===== config.mk =====
export PLATFORM = sky130hd
export DESIGN_NAME = multirate_datapath
export DESIGN_NICKNAME = d
export VERILOG_FILES = /design/src/logic/multirate_pkg.sv /design/src/logic/enable_generator.sv /design/src/logic/multirate_datapath.sv
export SDC_FILE = /design/constraint.sdc
export NUM_CORES = 1
export LEC_CHECK = 0
export BUFFER_PORTS_ARGS = -buffer_cell sky130_fd_sc_hd__buf_2
export CORE_UTILIZATION = 34
export CTS_BUF_LIST = sky130_fd_sc_hd__clkbuf_16
export DETAILED_ROUTE_END_ITERATION = 10
export PLACE_DENSITY = 0.55
export SLEW_MARGIN = 20
export SYNTH_ARGS = -nofsm -noshare
export SYNTH_HDL_FRONTEND = slang
export SYNTH_SLANG_ARGS = --single-unit
export TNS_END_PERCENT = 30

===== constraint.sdc =====
create_clock -name sys_clk -period 1.65 [get_ports sys_clk]
set_input_delay 0.165 -clock sys_clk [delete_from_list [all_inputs] [get_ports sys_clk]]
set_output_delay 0.165 -clock sys_clk [all_outputs]
set_load 0.005 [all_outputs]

===== src/logic/multirate_pkg.sv =====
// Package with constants and carrier types for the multirate enable block.
package multirate_pkg;

    // ------------------------------------------------------------------
    // Rates and widths
    // ------------------------------------------------------------------
    localparam int          RATE_SLOW_DIV  = 4;
    localparam int          RATE_FRAME_DIV = 16;
    localparam int          DATA_W         = 16;
    localparam int          CHANNELS       = 4;
    localparam int          SHIFT_DEPTH    = 8;
    localparam logic [15:0] DATA_RESET     = 16'h0000;

    // One sample and its enable travelling together.
    typedef struct packed {
        logic              valid;
        logic [DATA_W-1:0] data;
    } sample_t;

    typedef enum logic [1:0] {
        CONV_IDLE,
        CONV_RUN,
        CONV_HOLD
    } conv_state_t;

endpackage : multirate_pkg

===== src/logic/enable_generator.sv =====
// Periodic clock-enable generator that restarts when cleared.
`timescale 1ns/1ps

module enable_generator #(
    parameter int DIV = 4
) (
    input  wire logic sys_clk,
    input  wire logic rst_n,
    input  wire logic enable_clear,
    output logic      enable_pulse
);

    localparam int CW = (DIV > 1) ? $clog2(DIV) : 1;
    localparam logic [CW-1:0] LAST = CW'(DIV - 1);

    logic [CW-1:0] count;

    // -----------------------------------------------------------------
    // Counter
    // -----------------------------------------------------------------
    // While cleared the count holds at zero, so the first pulse lands one full period after release.
    always_ff @(posedge sys_clk or negedge rst_n) begin
        if (!rst_n) begin
            count <= '0;
        end else if (enable_clear) begin
            count <= '0;
        end else if (count == LAST) begin
            count <= '0;
        end else begin
            count <= count + CW'(1);
        end
    end

    // Pulse is registered; it fires in the cycle after the count reaches LAST, at the same edge as the count wraps to zero.
    always_ff @(posedge sys_clk or negedge rst_n) begin
        if (!rst_n) begin
            enable_pulse <= 1'b0;
        end else begin
            enable_pulse <= !enable_clear && (count == LAST);
        end
    end

endmodule : enable_generator


===== src/logic/multirate_datapath.sv =====
// Multirate datapath with clearable enable generators and rate-changing elements.
//
// Contract
// - One clock, periodic enables per slower rate.
// - Enable clear resets all enable generators.
// - Generators restart count on clear release.
// - Rate changers tolerate the sampling phase jump.
// - Unsynchronised elements realign on first enable, except the first-value down-sampler.
// - Last-value down-sampler holds until new enable.
// - First-value down-sampler never realigns after clear.
// - Copy up-sampler registers the slow input every cycle.
// - Zero-insert up-sampler holds last output until enable.
// - Multiplexer finishes channels, drives zero, realigns.
// - Demultiplexer holds outputs until next frame enable.
// - Serialiser finishes words, holds last, restarts.
// - Deserialiser holds on clear, realigns after release.
// - Shift register keeps contents, then resumes shifting.
`timescale 1ns/1ps

module multirate_datapath
    import multirate_pkg::*;
#(
    parameter int SLOW_DIV  = RATE_SLOW_DIV,
    parameter int FRAME_DIV = RATE_FRAME_DIV,
    parameter int DEPTH     = SHIFT_DEPTH
) (
    input  wire logic                         sys_clk,
    input  wire logic                         rst_n,
    input  wire logic                         enable_clear,
    input  wire logic [DATA_W-1:0]            fast_in,
    input  wire logic [DATA_W-1:0]            slow_in,
    input  wire logic [CHANNELS*DATA_W-1:0]   parallel_in,
    input  wire logic [$clog2(SHIFT_DEPTH)-1:0] shift_addr,
    output logic                              quarter_rate_enable,
    output logic                              frame_rate_enable,
    output sample_t                           down_last_out,
    output sample_t                           down_first_out,
    output logic [DATA_W-1:0]                 up_copy_out,
    output sample_t                           up_zero_out,
    output sample_t                           mux_out,
    output logic [CHANNELS*DATA_W-1:0]        time_slot_demultiplexer_out,
    output sample_t                           parallel_to_serial_converter_out,
    output logic [CHANNELS*DATA_W-1:0]        serial_to_parallel_converter_out,
    output logic [DATA_W-1:0]                 addressable_shift_register_out
);

    localparam int CH_W = $clog2(CHANNELS);
    localparam logic [CH_W-1:0] CH_LAST = CH_W'(CHANNELS - 1);

    logic              ce_slow;
    logic              ce_frame;
    logic [CH_W-1:0]   mux_slot;
    logic              mux_active;
    logic [CH_W-1:0]   ser_slot;
    conv_state_t       ser_state;
    logic [CH_W-1:0]   des_slot;
    logic              des_aligned;
    logic [DATA_W-1:0] des_shadow [CHANNELS];
    logic [CH_W-1:0]   dmx_slot;
    logic              dmx_aligned;
    logic [DATA_W-1:0] shift_mem [DEPTH];
    logic [CH_W-1:0]   first_phase;
    logic              up_phase;

    // -----------------------------------------------------------------
    // Enable generation
    // -----------------------------------------------------------------
    // Each slower rate gets its own generator off the single system clock.
    enable_generator #(.DIV(SLOW_DIV)) u_slow_enable (
        .sys_clk      (sys_clk),
        .rst_n        (rst_n),
        .enable_clear (enable_clear),
        .enable_pulse (ce_slow)
    );

    enable_generator #(.DIV(FRAME_DIV)) u_frame_enable (
        .sys_clk      (sys_clk),
        .rst_n        (rst_n),
        .enable_clear (enable_clear),
        .enable_pulse (ce_frame)
    );

    // Enables are exported registered, one cycle behind the internal pulses.
    always_ff @(posedge sys_clk or negedge rst_n) begin
        if (!rst_n) begin
            quarter_rate_enable <= 1'b0;
            frame_rate_enable   <= 1'b0;
        end else begin
            quarter_rate_enable <= ce_slow;
            frame_rate_enable   <= ce_frame;
        end
    end

    // -----------------------------------------------------------------
    // Down-samplers and up-samplers
    // -----------------------------------------------------------------
    // Last-value sampler: only the enable moves it, so a clear simply holds it.
    always_ff @(posedge sys_clk or negedge rst_n) begin
        if (!rst_n) begin
            down_last_out <= '0;
        end else begin
            down_last_out.valid <= ce_slow;
            if (ce_slow) begin
                down_last_out.data <= fast_in;
            end
        end
    end

    // First-value sampler runs its own free phase counter that the clear never touches,
    // so its frame stays misaligned after a clear. Left this way to match the hardware.
    always_ff @(posedge sys_clk or negedge rst_n) begin
        if (!rst_n) begin
            first_phase    <= '0;
            down_first_out <= '0;
        end else begin
            first_phase          <= first_phase + CH_W'(1);
            down_first_out.valid <= (first_phase == '0);
            if (first_phase == '0) begin
                down_first_out.data <= fast_in;
            end
        end
    end

    // Copy up-sampler has no state; registered only so the output comes off a flop.
    always_ff @(posedge sys_clk or negedge rst_n) begin
        if (!rst_n) begin
            up_copy_out <= DATA_RESET;
        end else begin
            up_copy_out <= slow_in;
        end
    end

    // Zero-insert up-sampler: sample on the slow enable, zero on the next fast step, then hold.
    always_ff @(posedge sys_clk or negedge rst_n) begin
        if (!rst_n) begin
            up_phase    <= 1'b0;
            up_zero_out <= '0;
        end else begin
            up_zero_out.valid <= ce_slow || up_phase;
            if (ce_slow) begin
                up_zero_out.data <= slow_in;
                up_phase         <= 1'b1;
            end else if (up_phase) begin
                up_zero_out.data <= DATA_RESET;
                up_phase         <= 1'b0;
            end
        end
    end

    // -----------------------------------------------------------------
    // Time-division multiplexer and demultiplexer
    // -----------------------------------------------------------------
    // Multiplexer steps one channel per slow enable; the frame enable restarts at channel 0.
    always_ff @(posedge sys_clk or negedge rst_n) begin
        if (!rst_n) begin
            mux_slot   <= '0;
            mux_active <= 1'b0;
            mux_out    <= '0;
        end else if (ce_frame) begin
            mux_slot     <= CH_W'(1);
            mux_active   <= 1'b1;
            mux_out.data <= parallel_in[0 +: DATA_W];
            mux_out.valid <= 1'b1;
        end else if (ce_slow && mux_active) begin
            mux_out.data  <= parallel_in[mux_slot*DATA_W +: DATA_W];
            mux_out.valid <= 1'b1;
            mux_slot      <= mux_slot + CH_W'(1);
            mux_active    <= (mux_slot != CH_LAST);
        end else if (ce_slow) begin
            mux_out.data  <= DATA_RESET;
            mux_out.valid <= 1'b0;
        end else begin
            mux_out.valid <= 1'b0;
        end
    end

    // Demultiplexer waits for a frame enable after clear before writing any channel.
    always_ff @(posedge sys_clk or negedge rst_n) begin
        if (!rst_n) begin
            dmx_slot                    <= '0;
            dmx_aligned                 <= 1'b0;
            time_slot_demultiplexer_out <= '0;
        end else if (enable_clear) begin
            dmx_aligned <= 1'b0;
        end else if (ce_frame) begin
            time_slot_demultiplexer_out[0 +: DATA_W] <= slow_in;
            dmx_slot    <= CH_W'(1);
            dmx_aligned <= 1'b1;
        end else if (ce_slow && dmx_aligned) begin
            time_slot_demultiplexer_out[dmx_slot*DATA_W +: DATA_W] <= slow_in;
            dmx_slot <= dmx_slot + CH_W'(1);
        end
    end

    // -----------------------------------------------------------------
    // Serial converters
    // -----------------------------------------------------------------
    // Serialiser finishes the word in flight across a clear, then holds the last word.
    always_ff @(posedge sys_clk or negedge rst_n) begin
        if (!rst_n) begin
            ser_state                        <= CONV_IDLE;
            ser_slot                         <= '0;
            parallel_to_serial_converter_out <= '0;
        end else begin
            parallel_to_serial_converter_out.valid <= 1'b0;
            case (ser_state)
                CONV_IDLE, CONV_HOLD: begin
                    if (ce_frame) begin
                        parallel_to_serial_converter_out <= '{1'b1, parallel_in[0 +: DATA_W]};
                        ser_slot  <= CH_W'(1);
                        ser_state <= CONV_RUN;
                    end
                end
                CONV_RUN: begin
                    if (ce_slow) begin
                        parallel_to_serial_converter_out <= '{1'b1, parallel_in[ser_slot*DATA_W +: DATA_W]};
                        ser_slot <= ser_slot + CH_W'(1);
                        if (ser_slot == CH_LAST) begin
                            ser_state <= CONV_HOLD;
                        end
                    end
                end
                default: begin
                    ser_state <= CONV_IDLE;
                end
            endcase
        end
    end

    // Deserialiser collects into a shadow and publishes on the frame enable; clear freezes the output.
    always_ff @(posedge sys_clk or negedge rst_n) begin
        if (!rst_n) begin
            des_slot    <= '0;
            des_aligned <= 1'b0;
            for (int i = 0; i < CHANNELS; i++) begin
                des_shadow[i] <= DATA_RESET;
            end
        end else if (enable_clear) begin
            des_slot    <= '0;
            des_aligned <= 1'b0;
        end else if (ce_slow) begin
            des_shadow[des_slot] <= slow_in;
            des_slot             <= des_slot + CH_W'(1);
            des_aligned          <= des_aligned || (des_slot == CH_LAST);
        end
    end

    always_ff @(posedge sys_clk or negedge rst_n) begin
        if (!rst_n) begin
            serial_to_parallel_converter_out <= '0;
        end else if (ce_frame && des_aligned && !enable_clear) begin
            for (int i = 0; i < CHANNELS; i++) begin
                serial_to_parallel_converter_out[i*DATA_W +: DATA_W] <= des_shadow[i];
            end
        end
    end

    // -----------------------------------------------------------------
    // Addressable shift register
    // -----------------------------------------------------------------
    // Contents are kept through a clear; shifting resumes on the next slow enable.
    always_ff @(posedge sys_clk or negedge rst_n) begin
        if (!rst_n) begin
            for (int i = 0; i < DEPTH; i++) begin
                shift_mem[i] <= DATA_RESET;
            end
        end else if (ce_slow) begin
            shift_mem[0] <= slow_in;
            for (int i = 1; i < DEPTH; i++) begin
                shift_mem[i] <= shift_mem[i-1];
            end
        end
    end

    always_ff @(posedge sys_clk or negedge rst_n) begin
        if (!rst_n) begin
            addressable_shift_register_out <= DATA_RESET;
        end else begin
            addressable_shift_register_out <= shift_mem[shift_addr];
        end
    end

endmodule : multirate_datapath


Word-level counts from Yosys, hierarchy flattened --
Index checks and enable logic that the tools add are counted.
Storage, ports and cells: register bits 462, bits of input ports 102, output and inout bits 247, word-level logic and storage cells 136
Cells by class: add/sub/neg operators 8, $lt $le $gt $ge 3, equality and inequality tests 10, shifts and indexed selects 4, mux-type cells 40, bitwise operators 4, reduce and logical (&&, ||, !) cells 25
Operators with widths (count):
- bitwise mux 64 bit | 2
- two-way mux 16 bit | 8
- indexed part select 64 x 7 -> 16 bit | 2
- two-way mux 17 bit | 4
- variable shift 16 x 34 -> 64 bit, first input constant | 1
- indexed part select 16 x 34 -> 64 bit | 1
- binary-select mux 16 bit (select 3 bit) | 1
- negation 6 -> 34 bit | 1
- one-hot mux 17 bit (2 select lines) | 1
- demux 16 bit (select 2 bit) | 1
- two-way mux 2 bit | 12
- adder 2 x 1 -> 2 bit, second input constant | 6
- nonzero test 2 bit | 6
- AND reduction 3 bit | 3
- == test 2 bit, second input constant | 4
- two-way mux 4 bit | 2
- one-hot mux 2 bit (2 select lines) | 2
- logical AND 1 bit | 7
- two-way mux 1 bit | 7
- adder 4 x 1 -> 4 bit, second input constant | 1
- == test 4 bit, second input constant | 1
- greater-or-equal comparator 4 bit, second input constant | 1
- logical NOT 2 bit | 2
- != test 2 x 1 -> 1 bit, second input constant | 2
- other kinds (12) | 16

Depth between registers and ports, before layout --
Gate-level depths: netlist of the first run.
depth after elaboration 6, gate-level depth with buffers 7, gate-level depth less buffers 5

Cells and area by module --
Synthesis of the first run repeated with hierarchy kept, for this count alone.
Second synthesis, totals: cell total of the unflattened synthesis 1331, area, all modules 19493.7 um^2
By module, submodules not included:
- multirate_datapath | instances 1, cells an instance 1307, area an instance 19179.6 um^2, sequential area each 11335.9 um^2
- enable_generator at u_frame_enable | instances 1, cells an instance 17, area an instance 203.9 um^2, sequential area each 125.1 um^2
- enable_generator at u_slow_enable | instances 1, cells an instance 7, area an instance 110.1 um^2, sequential area each 75.1 um^2

Worst setup path after synthesis of the first run --
Ideal clock, no wire load.
path kind register to register, start point register dmx_slot[0], end point register time_slot_demultiplexer_out[19], library setup time 0.076 ns, arrival 1.698 ns, data required time 1.574 ns, path slack -0.124 ns, cell stages (with the launch flop) 8, path buffers 2, path through dfrtp_1 > inv_1 > ha_1 > and3b_1 > clkbuf_1 > clkbuf_1 > nand4_1 > o21ai_1
On the way: longest elaborated chain between the ends 3
Ends and longest elaborated chain:
- start, declared | RTL line multirate_datapath.sv:59 | logic [CH_W-1:0] dmx_slot;
- start signal, assigned | RTL line multirate_datapath.sv:191 | dmx_slot <= dmx_slot + CH_W'(1);
- negation 6 -> 34 bit (*) | RTL line multirate_datapath.sv:190 | time_slot_demultiplexer_out[dmx_slot*DATA_W +: DATA_W] <= slow_in;
- indexed part select 16 x 34 -> 64 bit / variable shift 16 x 34 -> 64 bit (equally long branches) | RTL line multirate_datapath.sv:190
- bitwise mux 64 bit (*) | RTL line multirate_datapath.sv:190
- end signal, assigned by index | RTL line multirate_datapath.sv:186 | time_slot_demultiplexer_out[0 +: DATA_W] <= slow_in;
- end signal, assigned by index | RTL line multirate_datapath.sv:190
- end, declared | RTL line multirate_datapath.sv:41 | output logic [CHANNELS*DATA_W-1:0] time_slot_demultiplexer_out,
Mark *: on every way between the ends. The rest lies on a longest branch, timed or not. A chain may end at the register's enable or synchronous reset.

Worst setup path in the final report of the first run --
start point register u_slow_enable.enable_pulse, end point register time_slot_demultiplexer_out[59]
On the way: longest elaborated chain between the ends 2
Ends and longest elaborated chain:
- start, declared | RTL line enable_generator.sv:10 | output logic enable_pulse
- start signal, assigned | RTL line enable_generator.sv:39 | enable_pulse <= !enable_clear && (count == LAST);
- logical AND 1 bit | RTL line multirate_datapath.sv:189 | end else if (ce_slow && dmx_aligned) begin
- AND reduction 3 bit (no source line)
Every way passes these cells.

==> impl_metrics.tcl, run 1 <==
set metrics [dict create \
    cts_tree "yes" \
    rsz0062_at_grt "true" \
    slowest_delay_ns 0.50 \
    grt-ovfl-total 0 \
    min_from "parallel_in[34]" \
    syn_area_per_cell_um2 14.6 \
    hold-path-cell-count 4 \
    htree_levels 2 \
    worst_slew_pin_slew_ns 0.731 \
    cp.arrival_ns 2.10 \
    postPlaceCellArea_um2 22400 \
    crit_fanout 26 \
    vdd_drop_max_mv 0.880 \
    worst-r2r-cell-count 5 \
    crit_chain "buf_12, and4bb_2, buf_12, and2_4, o21ai_0" \
    drtIter0Drc 597 \
    syn_to_final_growth_pct 28.8 \
    ys_ff_latch 461 \
    endpoint_kind "flip-flop" \
    core_um2 56500 \
    synth_area_um2 19500 \
    setup-violations-final 0 \
    crit_path_start_kind "flip-flop" \
    timing.rr.end "time_slot_demultiplexer_out[59]$_DFFE_PN0P_" \
    critPathBufInv 2 \
    synth_area_leader_cell "dfrtp_1" \
    die_h_um 241 \
    fmax_ghz 0.625 \
    powerDensity_nw_per_um2 1190 \
    grt_pass1_vias 13300 \
    synth-edff-count 0 \
    syn-num-nets 1453 \
    min_period_ns 1.60 \
    die_x_um 241 \
    dpl.hpwl_um 34100 \
    wl_per_cell_um 20.7 \
    ys_dominant_reg_cell "dfrtp_1" \
    cts_root_buf "clkbuf_16" \
    cts_buffers 51 \
    rrSetupSlack_ns 0.05 \
    io_buffers 348 \
    finalWirelength_um 53500 \
    ys_async_sr_fraction 1.00 \
    r2r_start "u_slow_enable.enable_pulse$_DFF_PN0_" \
    power_leakage_nw 12.6 \
    relSlewSlack 0.511 \
    synth_area_leaders "dfrtp_1, mux2_2, mux2i_1, mux4_1, nand4_1" \
    syn_inst 1337 \
    power_mw 29.8 \
    final_area_um2 25100 \
    fin_crit_sh 0.969 \
    num_vias 13100 \
    synth_cell_type_count 53 \
    path_clk_slew_ns 0.06 \
    cts.sinks 461 \
    instances_no_fill 2587 \
    crit_top_cell "buf_12" \
    final_layout_size_suffix_gt1_frac 0.440 \
    clock_path_buffers 3 \
    finClkSkew_ns 0.0168 \
    die-area_um2 58200 \
    crit_required_ns 2.15 \
    min_to "mux_out[2]$_DFFE_PN0P_" \
    grt_max_degree 122 \
    drc 0 \
    ys_seq_area_frac 0.593 \
    post-place-cells 2397 \
    worst_hold_path_type "primary input to flip-flop" \
    yosys_warnings 0 \
    critPathKind "flip-flop to flip-flop" \
    hold_viol 0 \
    gp_congestion 0.809 \
    dr.pass1.iters 5 \
    drv_slew 0 \
    grt_usage 0.182 \
    insertedDiodeCount 0 \
    drv_cap 0 \
    start_util 0.345 \
    synth.most_common_cell "dfrtp_1" \
    critPathTopFamily "flip-flops" \
    synthTopCellsByCount "dfrtp_1, mux2_2, mux2i_1" \
    avgViaCountPerCell 5.06 \
    antenna_found_initial 2 \
    clk-insertion-delay-late_ns 0.59 \
    startpoint "u_slow_enable.enable_pulse$_DFF_PN0_" \
    ant_nets 0 \
    status "completed" \
    crit_path_top_delay_cell "dfrtp_4" \
    pre_cts_ws_ns -0.245 \
    num_rows 87 \
    grt_pass1_wl_um 81000 \
    layout_setup_ws_ns 0.0510 \
    io_pins 349 \
    synth_top_area_frac 0.593 \
    fin_nets 1908 \
]
-- worst max path at each step --
| stage | end | slack (ns) | cells after the start |
|---|---|---|---|
| finish | time_slot_demultiplexer_out[59]$_DFFE_PN0P_ | 0.05 | 5 |
| global route | parallel_to_serial_converter_out[1]$_DFFE_PN0P_ | -0.0003 | 5 |
| CTS | down_last_out[2]$_DFFE_PN0P_ | 0.0008 | 3 |
| detailed placement | des_shadow[59]$_DFFE_PN0P_ | -0.24 | 3 |
| global placement | des_shadow[59]$_DFFE_PN0P_ | -0.21 | 3 |
| floorplan | time_slot_demultiplexer_out[10]$_DFFE_PN0P_ | 0.01 | 6 |
-- registers in the layout (all words and copies together) (netlist names), 4 cells and up --
signal and count:
shift_mem 128, down_first_out 17, down_last_out 17, u_frame_enable.count 4, addressable_shift_register_out 16, parallel_to_serial_converter_out 17
time_slot_demultiplexer_out 64, up_zero_out 17, up_copy_out 16, des_shadow 64, mux_out 17, serial_to_parallel_converter_out 64
-- report_power, final --
part	switching, mW	internal [mW]	leakage [nW]
registers	0.965	12.8	5.92
clock network	4.59	6.40	0.841
logic	2.18	2.81	5.84
total	7.74	22.0	12.6
-- layout make-up --
cell class                      instances  area [um2]
Fill cell                            5104       31400
Clock inverter                         39         282
Tap cell                              756         946
Clock buffer                           53        1330
Inverter                               60         225
Sequential cell                       461       11500
Multi-Input combinational cell        708        7170
Timing Repair Buffer                  510        3580
-- metrics by stage --
step,utilization,setup TNS [ns],hold slack [ns]
floorplan,-,0,-0.131
global placement,0.397,-9.25,0.0234
detailed placement,0.397,-12.26,0.0226
CTS,0.443,0,0.00163
global route,0.444,-0.000329,0.0187
finish,0.444,0,0.0404
-- worst register-to-register path, cell delays in order, from the launching register on --
cell and delay, ns:
dfrtp_4 0.50, buf_12 0.16, and4bb_2 0.25, buf_12 0.17
and2_4 0.23, o21ai_0 0.20
-- routing by layer --
| metal | GRT usage | part of all wire |
|---|---|---|
| met3 | 0.0351 | 0.050 |
| met4 | 0.0501 | 0.022 |
| met1 | 0.252 | 0.45 |
| met5 | 0 | 0 |
| met2 | 0.291 | 0.48 |
-- layout by cell type, fill, tap and decap left out, drive strengths merged, types with 2 or more instances in the layout --
| cell type | synthesis | final |
|---|---|---|
| xnor2 | 2 | 2 |
| inv | 60 | 74 |
| ha | 14 | 14 |
| nor2 | 25 | 25 |
| buf | 72 | 412 |
| a32o | 16 | 16 |
| o22ai | 17 | 17 |
| o21ai | 54 | 54 |
| mux2i | 75 | 75 |
| bufinv | 0 | 4 |
| dfrtp | 461 | 461 |
| and3b | 2 | 2 |
| nand3 | 3 | 3 |
| nor2b | 5 | 5 |
| a22oi | 16 | 16 |
| a21oi | 5 | 5 |
| nand4 | 48 | 48 |
| mux4 | 35 | 35 |
| a311o | 15 | 15 |
| clkinv | 0 | 21 |
| nand4b | 2 | 2 |
| a22o | 16 | 16 |
| and2 | 4 | 4 |
| mux2 | 304 | 304 |
| nor3b | 3 | 3 |
| nand2 | 13 | 13 |
| dlygate4sd3 | 0 | 97 |
| nand2b | 7 | 7 |
| o221ai | 14 | 14 |
| clkbuf | 36 | 54 |
-- logic make-up after synthesis --
kind of cell             count (synthesis)  share of synthesized area
AO/OA/AOI/OAI                          160                     0.0591
flip-flops                             461                      0.593
AND/OR/NAND/NOR                        117                     0.0366
buffers and inverters                  168                     0.0409
XOR/XNOR                                 3                    0.00135
adder cells (fa/ha/maj)                 14                    0.00900
multiplexers                           414                      0.260
-- timing repair --
| action | CTS | global route |
|---|---|---|
| hold buffers | 97 | 0 |
| buffers inserted | 0 | 0 |
| endpoints found under the hold margin | 551 | 0 |
| setup endpoints to repair | 94 | 145 |
| pin swaps | 0 | 1 |
| cloned | 0 | 1 |
| gates resized for setup | 4 | 9 |
No activity file was read; power rests on OpenSTA's default activity.
==> run 2: changes to the inputs <==
--- a/config.mk
+++ b/config.mk
@@ -8,6 +8,6 @@
 export BUFFER_PORTS_ARGS = -buffer_cell sky130_fd_sc_hd__buf_2
-export CORE_UTILIZATION = 34
+export CORE_UTILIZATION = 40
 export CTS_BUF_LIST = sky130_fd_sc_hd__clkbuf_16
 export DETAILED_ROUTE_END_ITERATION = 10
-export PLACE_DENSITY = 0.55
+export PLACE_DENSITY = 0.66
 export SLEW_MARGIN = 20
==> constraint.sdc (replaced) <==
create_clock -name sys_clk -period 1.65 [get_ports sys_clk]
set_input_delay 0.0825 -clock sys_clk [delete_from_list [all_inputs] [get_ports sys_clk]]
set_output_delay 0.0825 -clock sys_clk [all_outputs]
set_load 0.005 [all_outputs]
==> impl_metrics.tcl, run 2 (synthesis results as in run 1) <==
set metrics [dict create \
    io_pins 349 \
    drv_cap 0 \
    dr.pass1.iters 5 \
    powerDensity_nw_per_um2 1170 \
    finalWirelength_um 51400 \
    worst_hold_path_type "primary input to flip-flop" \
    cts_root_buf "clkbuf_16" \
    avgViaCountPerCell 5.36 \
    drtIter0Drc 702 \
    endpoint_kind "flip-flop" \
    worst_slew_pin_slew_ns 0.533 \
    final_area_um2 24700 \
    largest-register "shift_mem" \
    cp.arrival_ns 2.06 \
    final_layout_size_suffix_gt1_frac 0.438 \
    fin_nets 1907 \
    grt-ovfl-total 0 \
    cts_tree "yes" \
    fmax_ghz 0.624 \
    power_leakage_nw 12.5 \
    hold_viol 0 \
    num_vias 13100 \
    cts_buffers 48 \
    setup-violations-final 0 \
    largest_register_ffs 128 \
    switching_power_mw 7.62 \
    fin_setup_tns_ns 0 \
    start_util 0.407 \
    antenna_found_initial 0 \
    p_seq_frac 0.478 \
    path_clk_slew_ns 0.06 \
    cts.sinks 461 \
    die_h_um 223 \
    fill_cells 4067 \
    status "completed" \
    relSlewSlack 0.645 \
    grt_usage 0.206 \
    switching_share 0.264 \
    comb_power_share 0.173 \
    htree_levels 2 \
    final_cell_mix "dfrtp_1, buf_2, mux2_2" \
    clk-insertion-delay-late_ns 0.60 \
    syn_to_final_growth_pct 26.9 \
    insertedDiodeCount 0 \
    crit_fanout 39 \
    final_common_cell "dfrtp_1" \
    power_mw 28.8 \
    clkPwrFrac 0.349 \
    min_period_ns 1.60 \
    drc 0 \
    fin_crit_sh 0.971 \
    wl_per_cell_um 21.0 \
    crit_required_ns 2.11 \
    crit_path_start_kind "flip-flop" \
    die_x_um 223 \
    grt_pass1_wl_um 79600 \
    num_rows 80 \
    grt_max_degree 70 \
    post-place-cells 2248 \
    p_int_mw 21.2 \
    ant_nets 0 \
    postPlaceCellArea_um2 22100 \
    grt_pass1_vias 13600 \
    clock_path_buffers 3 \
    core_um2 47800 \
    die-area_um2 49500 \
    io_buffers 348 \
    instances_no_fill 2442 \
    critPathKind "flip-flop to flip-flop" \
    gp_congestion 0.813 \
    drv_slew 0 \
    vdd_drop_max_mv 0.809 \
    holdWs_ns 0.106 \
    rsz0062_at_grt "true" \
    dpl.hpwl_um 32700 \
    finClkSkew_ns 0.0256 \
]
run 2: cell count changes in the layout (fill, tap and decap cells not counted), sizes merged, moves of 2 or more:
cell         before  now
clkbuf           54   49
inv              74   79
clkinv           21   17
bufinv            4    2
dlygate4sd3      97   99
run 2: metrics by stage:
stage / setup WS, ns / util
floorplan: 0.0130 / -
global placement: -0.164 / 0.463
detailed placement: -0.213 / 0.463
CTS: 0.00913 / 0.514
global route: -0.0194 / 0.516
finish: 0.0484 / 0.516
run 2: power groups by stage:
stage / combinational, mW / clock (mW) / sequential [mW]
3_3_place_gp: 4.67 / 0 / 13.9
5_1_grt: 5.41 / 10.8 / 14.0
2_1_floorplan: 2.84 / 0 / 13.8
4_1_cts: 5.01 / 10.3 / 13.8
6_report: 4.99 / 10.0 / 13.8
3_5_place_dp: 4.81 / 0 / 13.9
run 2: path summary, 6_finish.rpt:
check	startpoint	to	slack (ns)	depth (start not counted)
max	u_slow_enable.enable_pulse$_DFF_PN0_	down_last_out[0]$_DFFE_PN0P_	0.05	3
min	shift_addr[1]	addressable_shift_register_out[8]$_DFF_PN0_	0.11	2
max reg2reg	u_slow_enable.enable_pulse$_DFF_PN0_	down_last_out[0]$_DFFE_PN0P_	0.05	3
min reg2reg	first_phase[0]$_DFF_PN0_	first_phase[0]$_DFF_PN0_	0.41	1
max in group asynchronous	rst_n	shift_mem[31]$_DFFE_PN0P_	0.34	4
min in group asynchronous	rst_n	des_shadow[32]$_DFFE_PN0P_	0.54	3
run 2: layout make-up:
| class | count | area (um2) | share of cell area |
|---|---|---|---|
| clock buffer | 48 | 1200 | 0.0486 |
| clock inverter | 38 | 244 | 0.00988 |
| tap | 615 | 769 | 0.0312 |
| timing repair buffer | 511 | 3550 | 0.144 |
| sequential | 461 | 11500 | 0.467 |
| inverter | 60 | 225 | 0.00912 |
| multi-input combinational | 709 | 7170 | 0.290 |
run 2: worst max-delay path, stage by stage, from the launching register on:
cell	delay, ns
dfrtp_4	0.42
buf_8	0.17
buf_4	0.45
mux2_2	0.40
run 2: per-layer routing:
layer | vias to the layer above | global-route usage | share of wire
met3 | 127 | 0.0424 | 0.051
met4 | 0 | 0.0836 | 0.038
met1 | 6719 | 0.272 | 0.43
met2 | 433 | 0.333 | 0.48
li1 | 5815 | - | -
met5 | - | 0 | 0
run 2: what timing repair did:
item	4_1_cts	5_1_grt
setup endpoints to repair	202	111
buffers inserted	0	7
gates cloned	0	2
hold endpoints to repair	594	0
hold buffers	99	0
pin swaps	0	1
resized for setup	2	9
==> run 3: changes to the inputs <==
- CORE_ASPECT_RATIO: default -> 1.4
- MAX_ROUTING_LAYER: default -> met4
- TNS_END_PERCENT: 30 -> 1
==> impl_metrics.tcl, run 3 (synthesis results as in run 1) <==
set metrics [dict create \
    status "completed" \
    insertedDiodeCount 0 \
    cp.arrival_ns 2.03 \
    critPathKind "flip-flop to flip-flop" \
    grt-ovfl-total 0 \
    final_area_um2 24600 \
    final_common_cell "dfrtp_1" \
    io_pins 349 \
    drv_cap 0 \
    hold_viol 0 \
    worst-r2r-cell-count 6 \
    drv_slew 0 \
    num_vias 13100 \
    rsz0062_at_grt "true" \
    crit_path_start_kind "flip-flop" \
    avgViaCountPerCell 5.32 \
    cts.sinks 461 \
    path_clk_slew_ns 0.07 \
    layout_setup_ws_ns 0.0637 \
    die_x_um 188 \
    wl_per_cell_um 21.0 \
    final_cell_mix "dfrtp_1, buf_2, mux2_2" \
    dpl.hpwl_um 33600 \
    start_util 0.405 \
    clk-insertion-delay-late_ns 0.56 \
    worst_slew_pin_slew_ns 0.530 \
    fin_crit_sh 0.961 \
    min_period_ns 1.59 \
    drc 0 \
    gp_congestion 0.831 \
    crit_chain "inv_1, buf_4, ha_4, nor2_1, a31o_4, a32o_1" \
    die-area_um2 49600 \
    relSlewSlack 0.647 \
    grt_pass1_wl_um 80900 \
    powerDensity_nw_per_um2 1160 \
    largest_register_ffs 128 \
    fmax_ghz 0.630 \
    syn_to_final_growth_pct 26.2 \
    endpoint_kind "flip-flop" \
    antenna_found_initial 1 \
    pre_cts_ws_ns -0.291 \
    post-place-cells 2275 \
    core_um2 48000 \
    htree_levels 2 \
    dr.pass1.iters 5 \
    finalWirelength_um 51500 \
    grt_usage 0.216 \
    crit_fanout 16 \
    clock_path_buffers 3 \
    ant_nets 0 \
    cts_root_buf "clkbuf_16" \
    setup-violations-final 0 \
    largest-register "shift_mem" \
    fin_nets 1906 \
    io_buffers 348 \
    crit_required_ns 2.09 \
    fin_setup_tns_ns 0 \
    fill_cells 4120 \
    drtIter0Drc 636 \
    cts_buffers 45 \
    postPlaceCellArea_um2 22100 \
    final_layout_size_suffix_gt1_frac 0.443 \
    crit_path_top_delay_cell "dfrtp_1" \
    power_leakage_nw 12.5 \
    num_rows 95 \
    worst_hold_path_type "primary input to async pin" \
    grt_max_degree 112 \
    grt_pass1_vias 13900 \
    slowest_delay_ns 0.35 \
    die_h_um 263 \
    instances_no_fill 2455 \
    vdd_drop_max_mv 0.820 \
    cts_tree "yes" \
    finClkSkew_ns 0.0127 \
]
run 3: worst paths after layout:
| path | startpoint | to | slack [ns] |
|---|---|---|---|
| max in group asynchronous | rst_n | time_slot_demultiplexer_out[49]$_DFFE_PN0P_ | 0.79 |
| worst min register to register | first_phase[0]$_DFF_PN0_ | first_phase[0]$_DFF_PN0_ | 0.40 |
| min in group sys_clk | slow_in[4] | time_slot_demultiplexer_out[36]$_DFFE_PN0P_ | 0.04 |
| worst min-delay path | rst_n | down_last_out[9]$_DFFE_PN0P_ | 0.03 |
| worst max-delay path | dmx_slot[1]$_DFFE_PN0P_ | time_slot_demultiplexer_out[4]$_DFFE_PN0P_ | 0.06 |
| worst max register to register | dmx_slot[1]$_DFFE_PN0P_ | time_slot_demultiplexer_out[4]$_DFFE_PN0P_ | 0.06 |
run 3: through the flow:
step           hold slack, ns  total power, mW  utilization
3_3_place_gp           0.0388             18.5        0.461
4_1_cts                0.0136             28.9        0.511
5_1_grt                0.0464             30.0        0.512
6_report               0.0289             28.6        0.512
3_5_place_dp           0.0410             18.8        0.461
2_1_floorplan          -0.213             16.6            -
run 3: per-layer routing:
layer	global-route usage	part of all wire	up-vias
met5	-	0	-
met4	0.0883	0.040	0
met3	0.0324	0.044	111
met2	0.366	0.52	382
met1	0.257	0.40	6762
li1	-	-	5797
run 3: power breakdown:
part	internal, mW	switching [mW]	total [mW]
combinational	2.78	2.17	4.95
clock	5.46	4.39	9.85
sequential	12.8	0.982	13.8
run 3: area by class of cell:
class	count	area [um2]	area share
multi-input cells	708	7180	0.292
repair buffers	514	3440	0.140
flip-flops and latches	461	11500	0.470
well taps	630	788	0.0321
clock buffers	45	1130	0.0458
inverters	60	225	0.00917
clock inverters	37	267	0.0108
run 3: repair_timing:
action                                  in CTS  in global routing
endpoints found under the hold margin      558                  0
setup buffers                                0                  0
endpoints found under the setup margin      97                 79
gates resized for setup                      4                 15
pin swaps                                    0                  1
hold buffers                                98                  0
run 3: worst max-delay path, delay by kind of cell, from the launching register on:
kind / cells / cell delay (ns)
AO/OA/AOI/OAI: 2 / 0.57
adder cells (fa/ha/maj): 1 / 0.29
buffers and inverters: 2 / 0.21
flip-flops: 1 / 0.35
AND/OR/NAND/NOR: 1 / 0.06
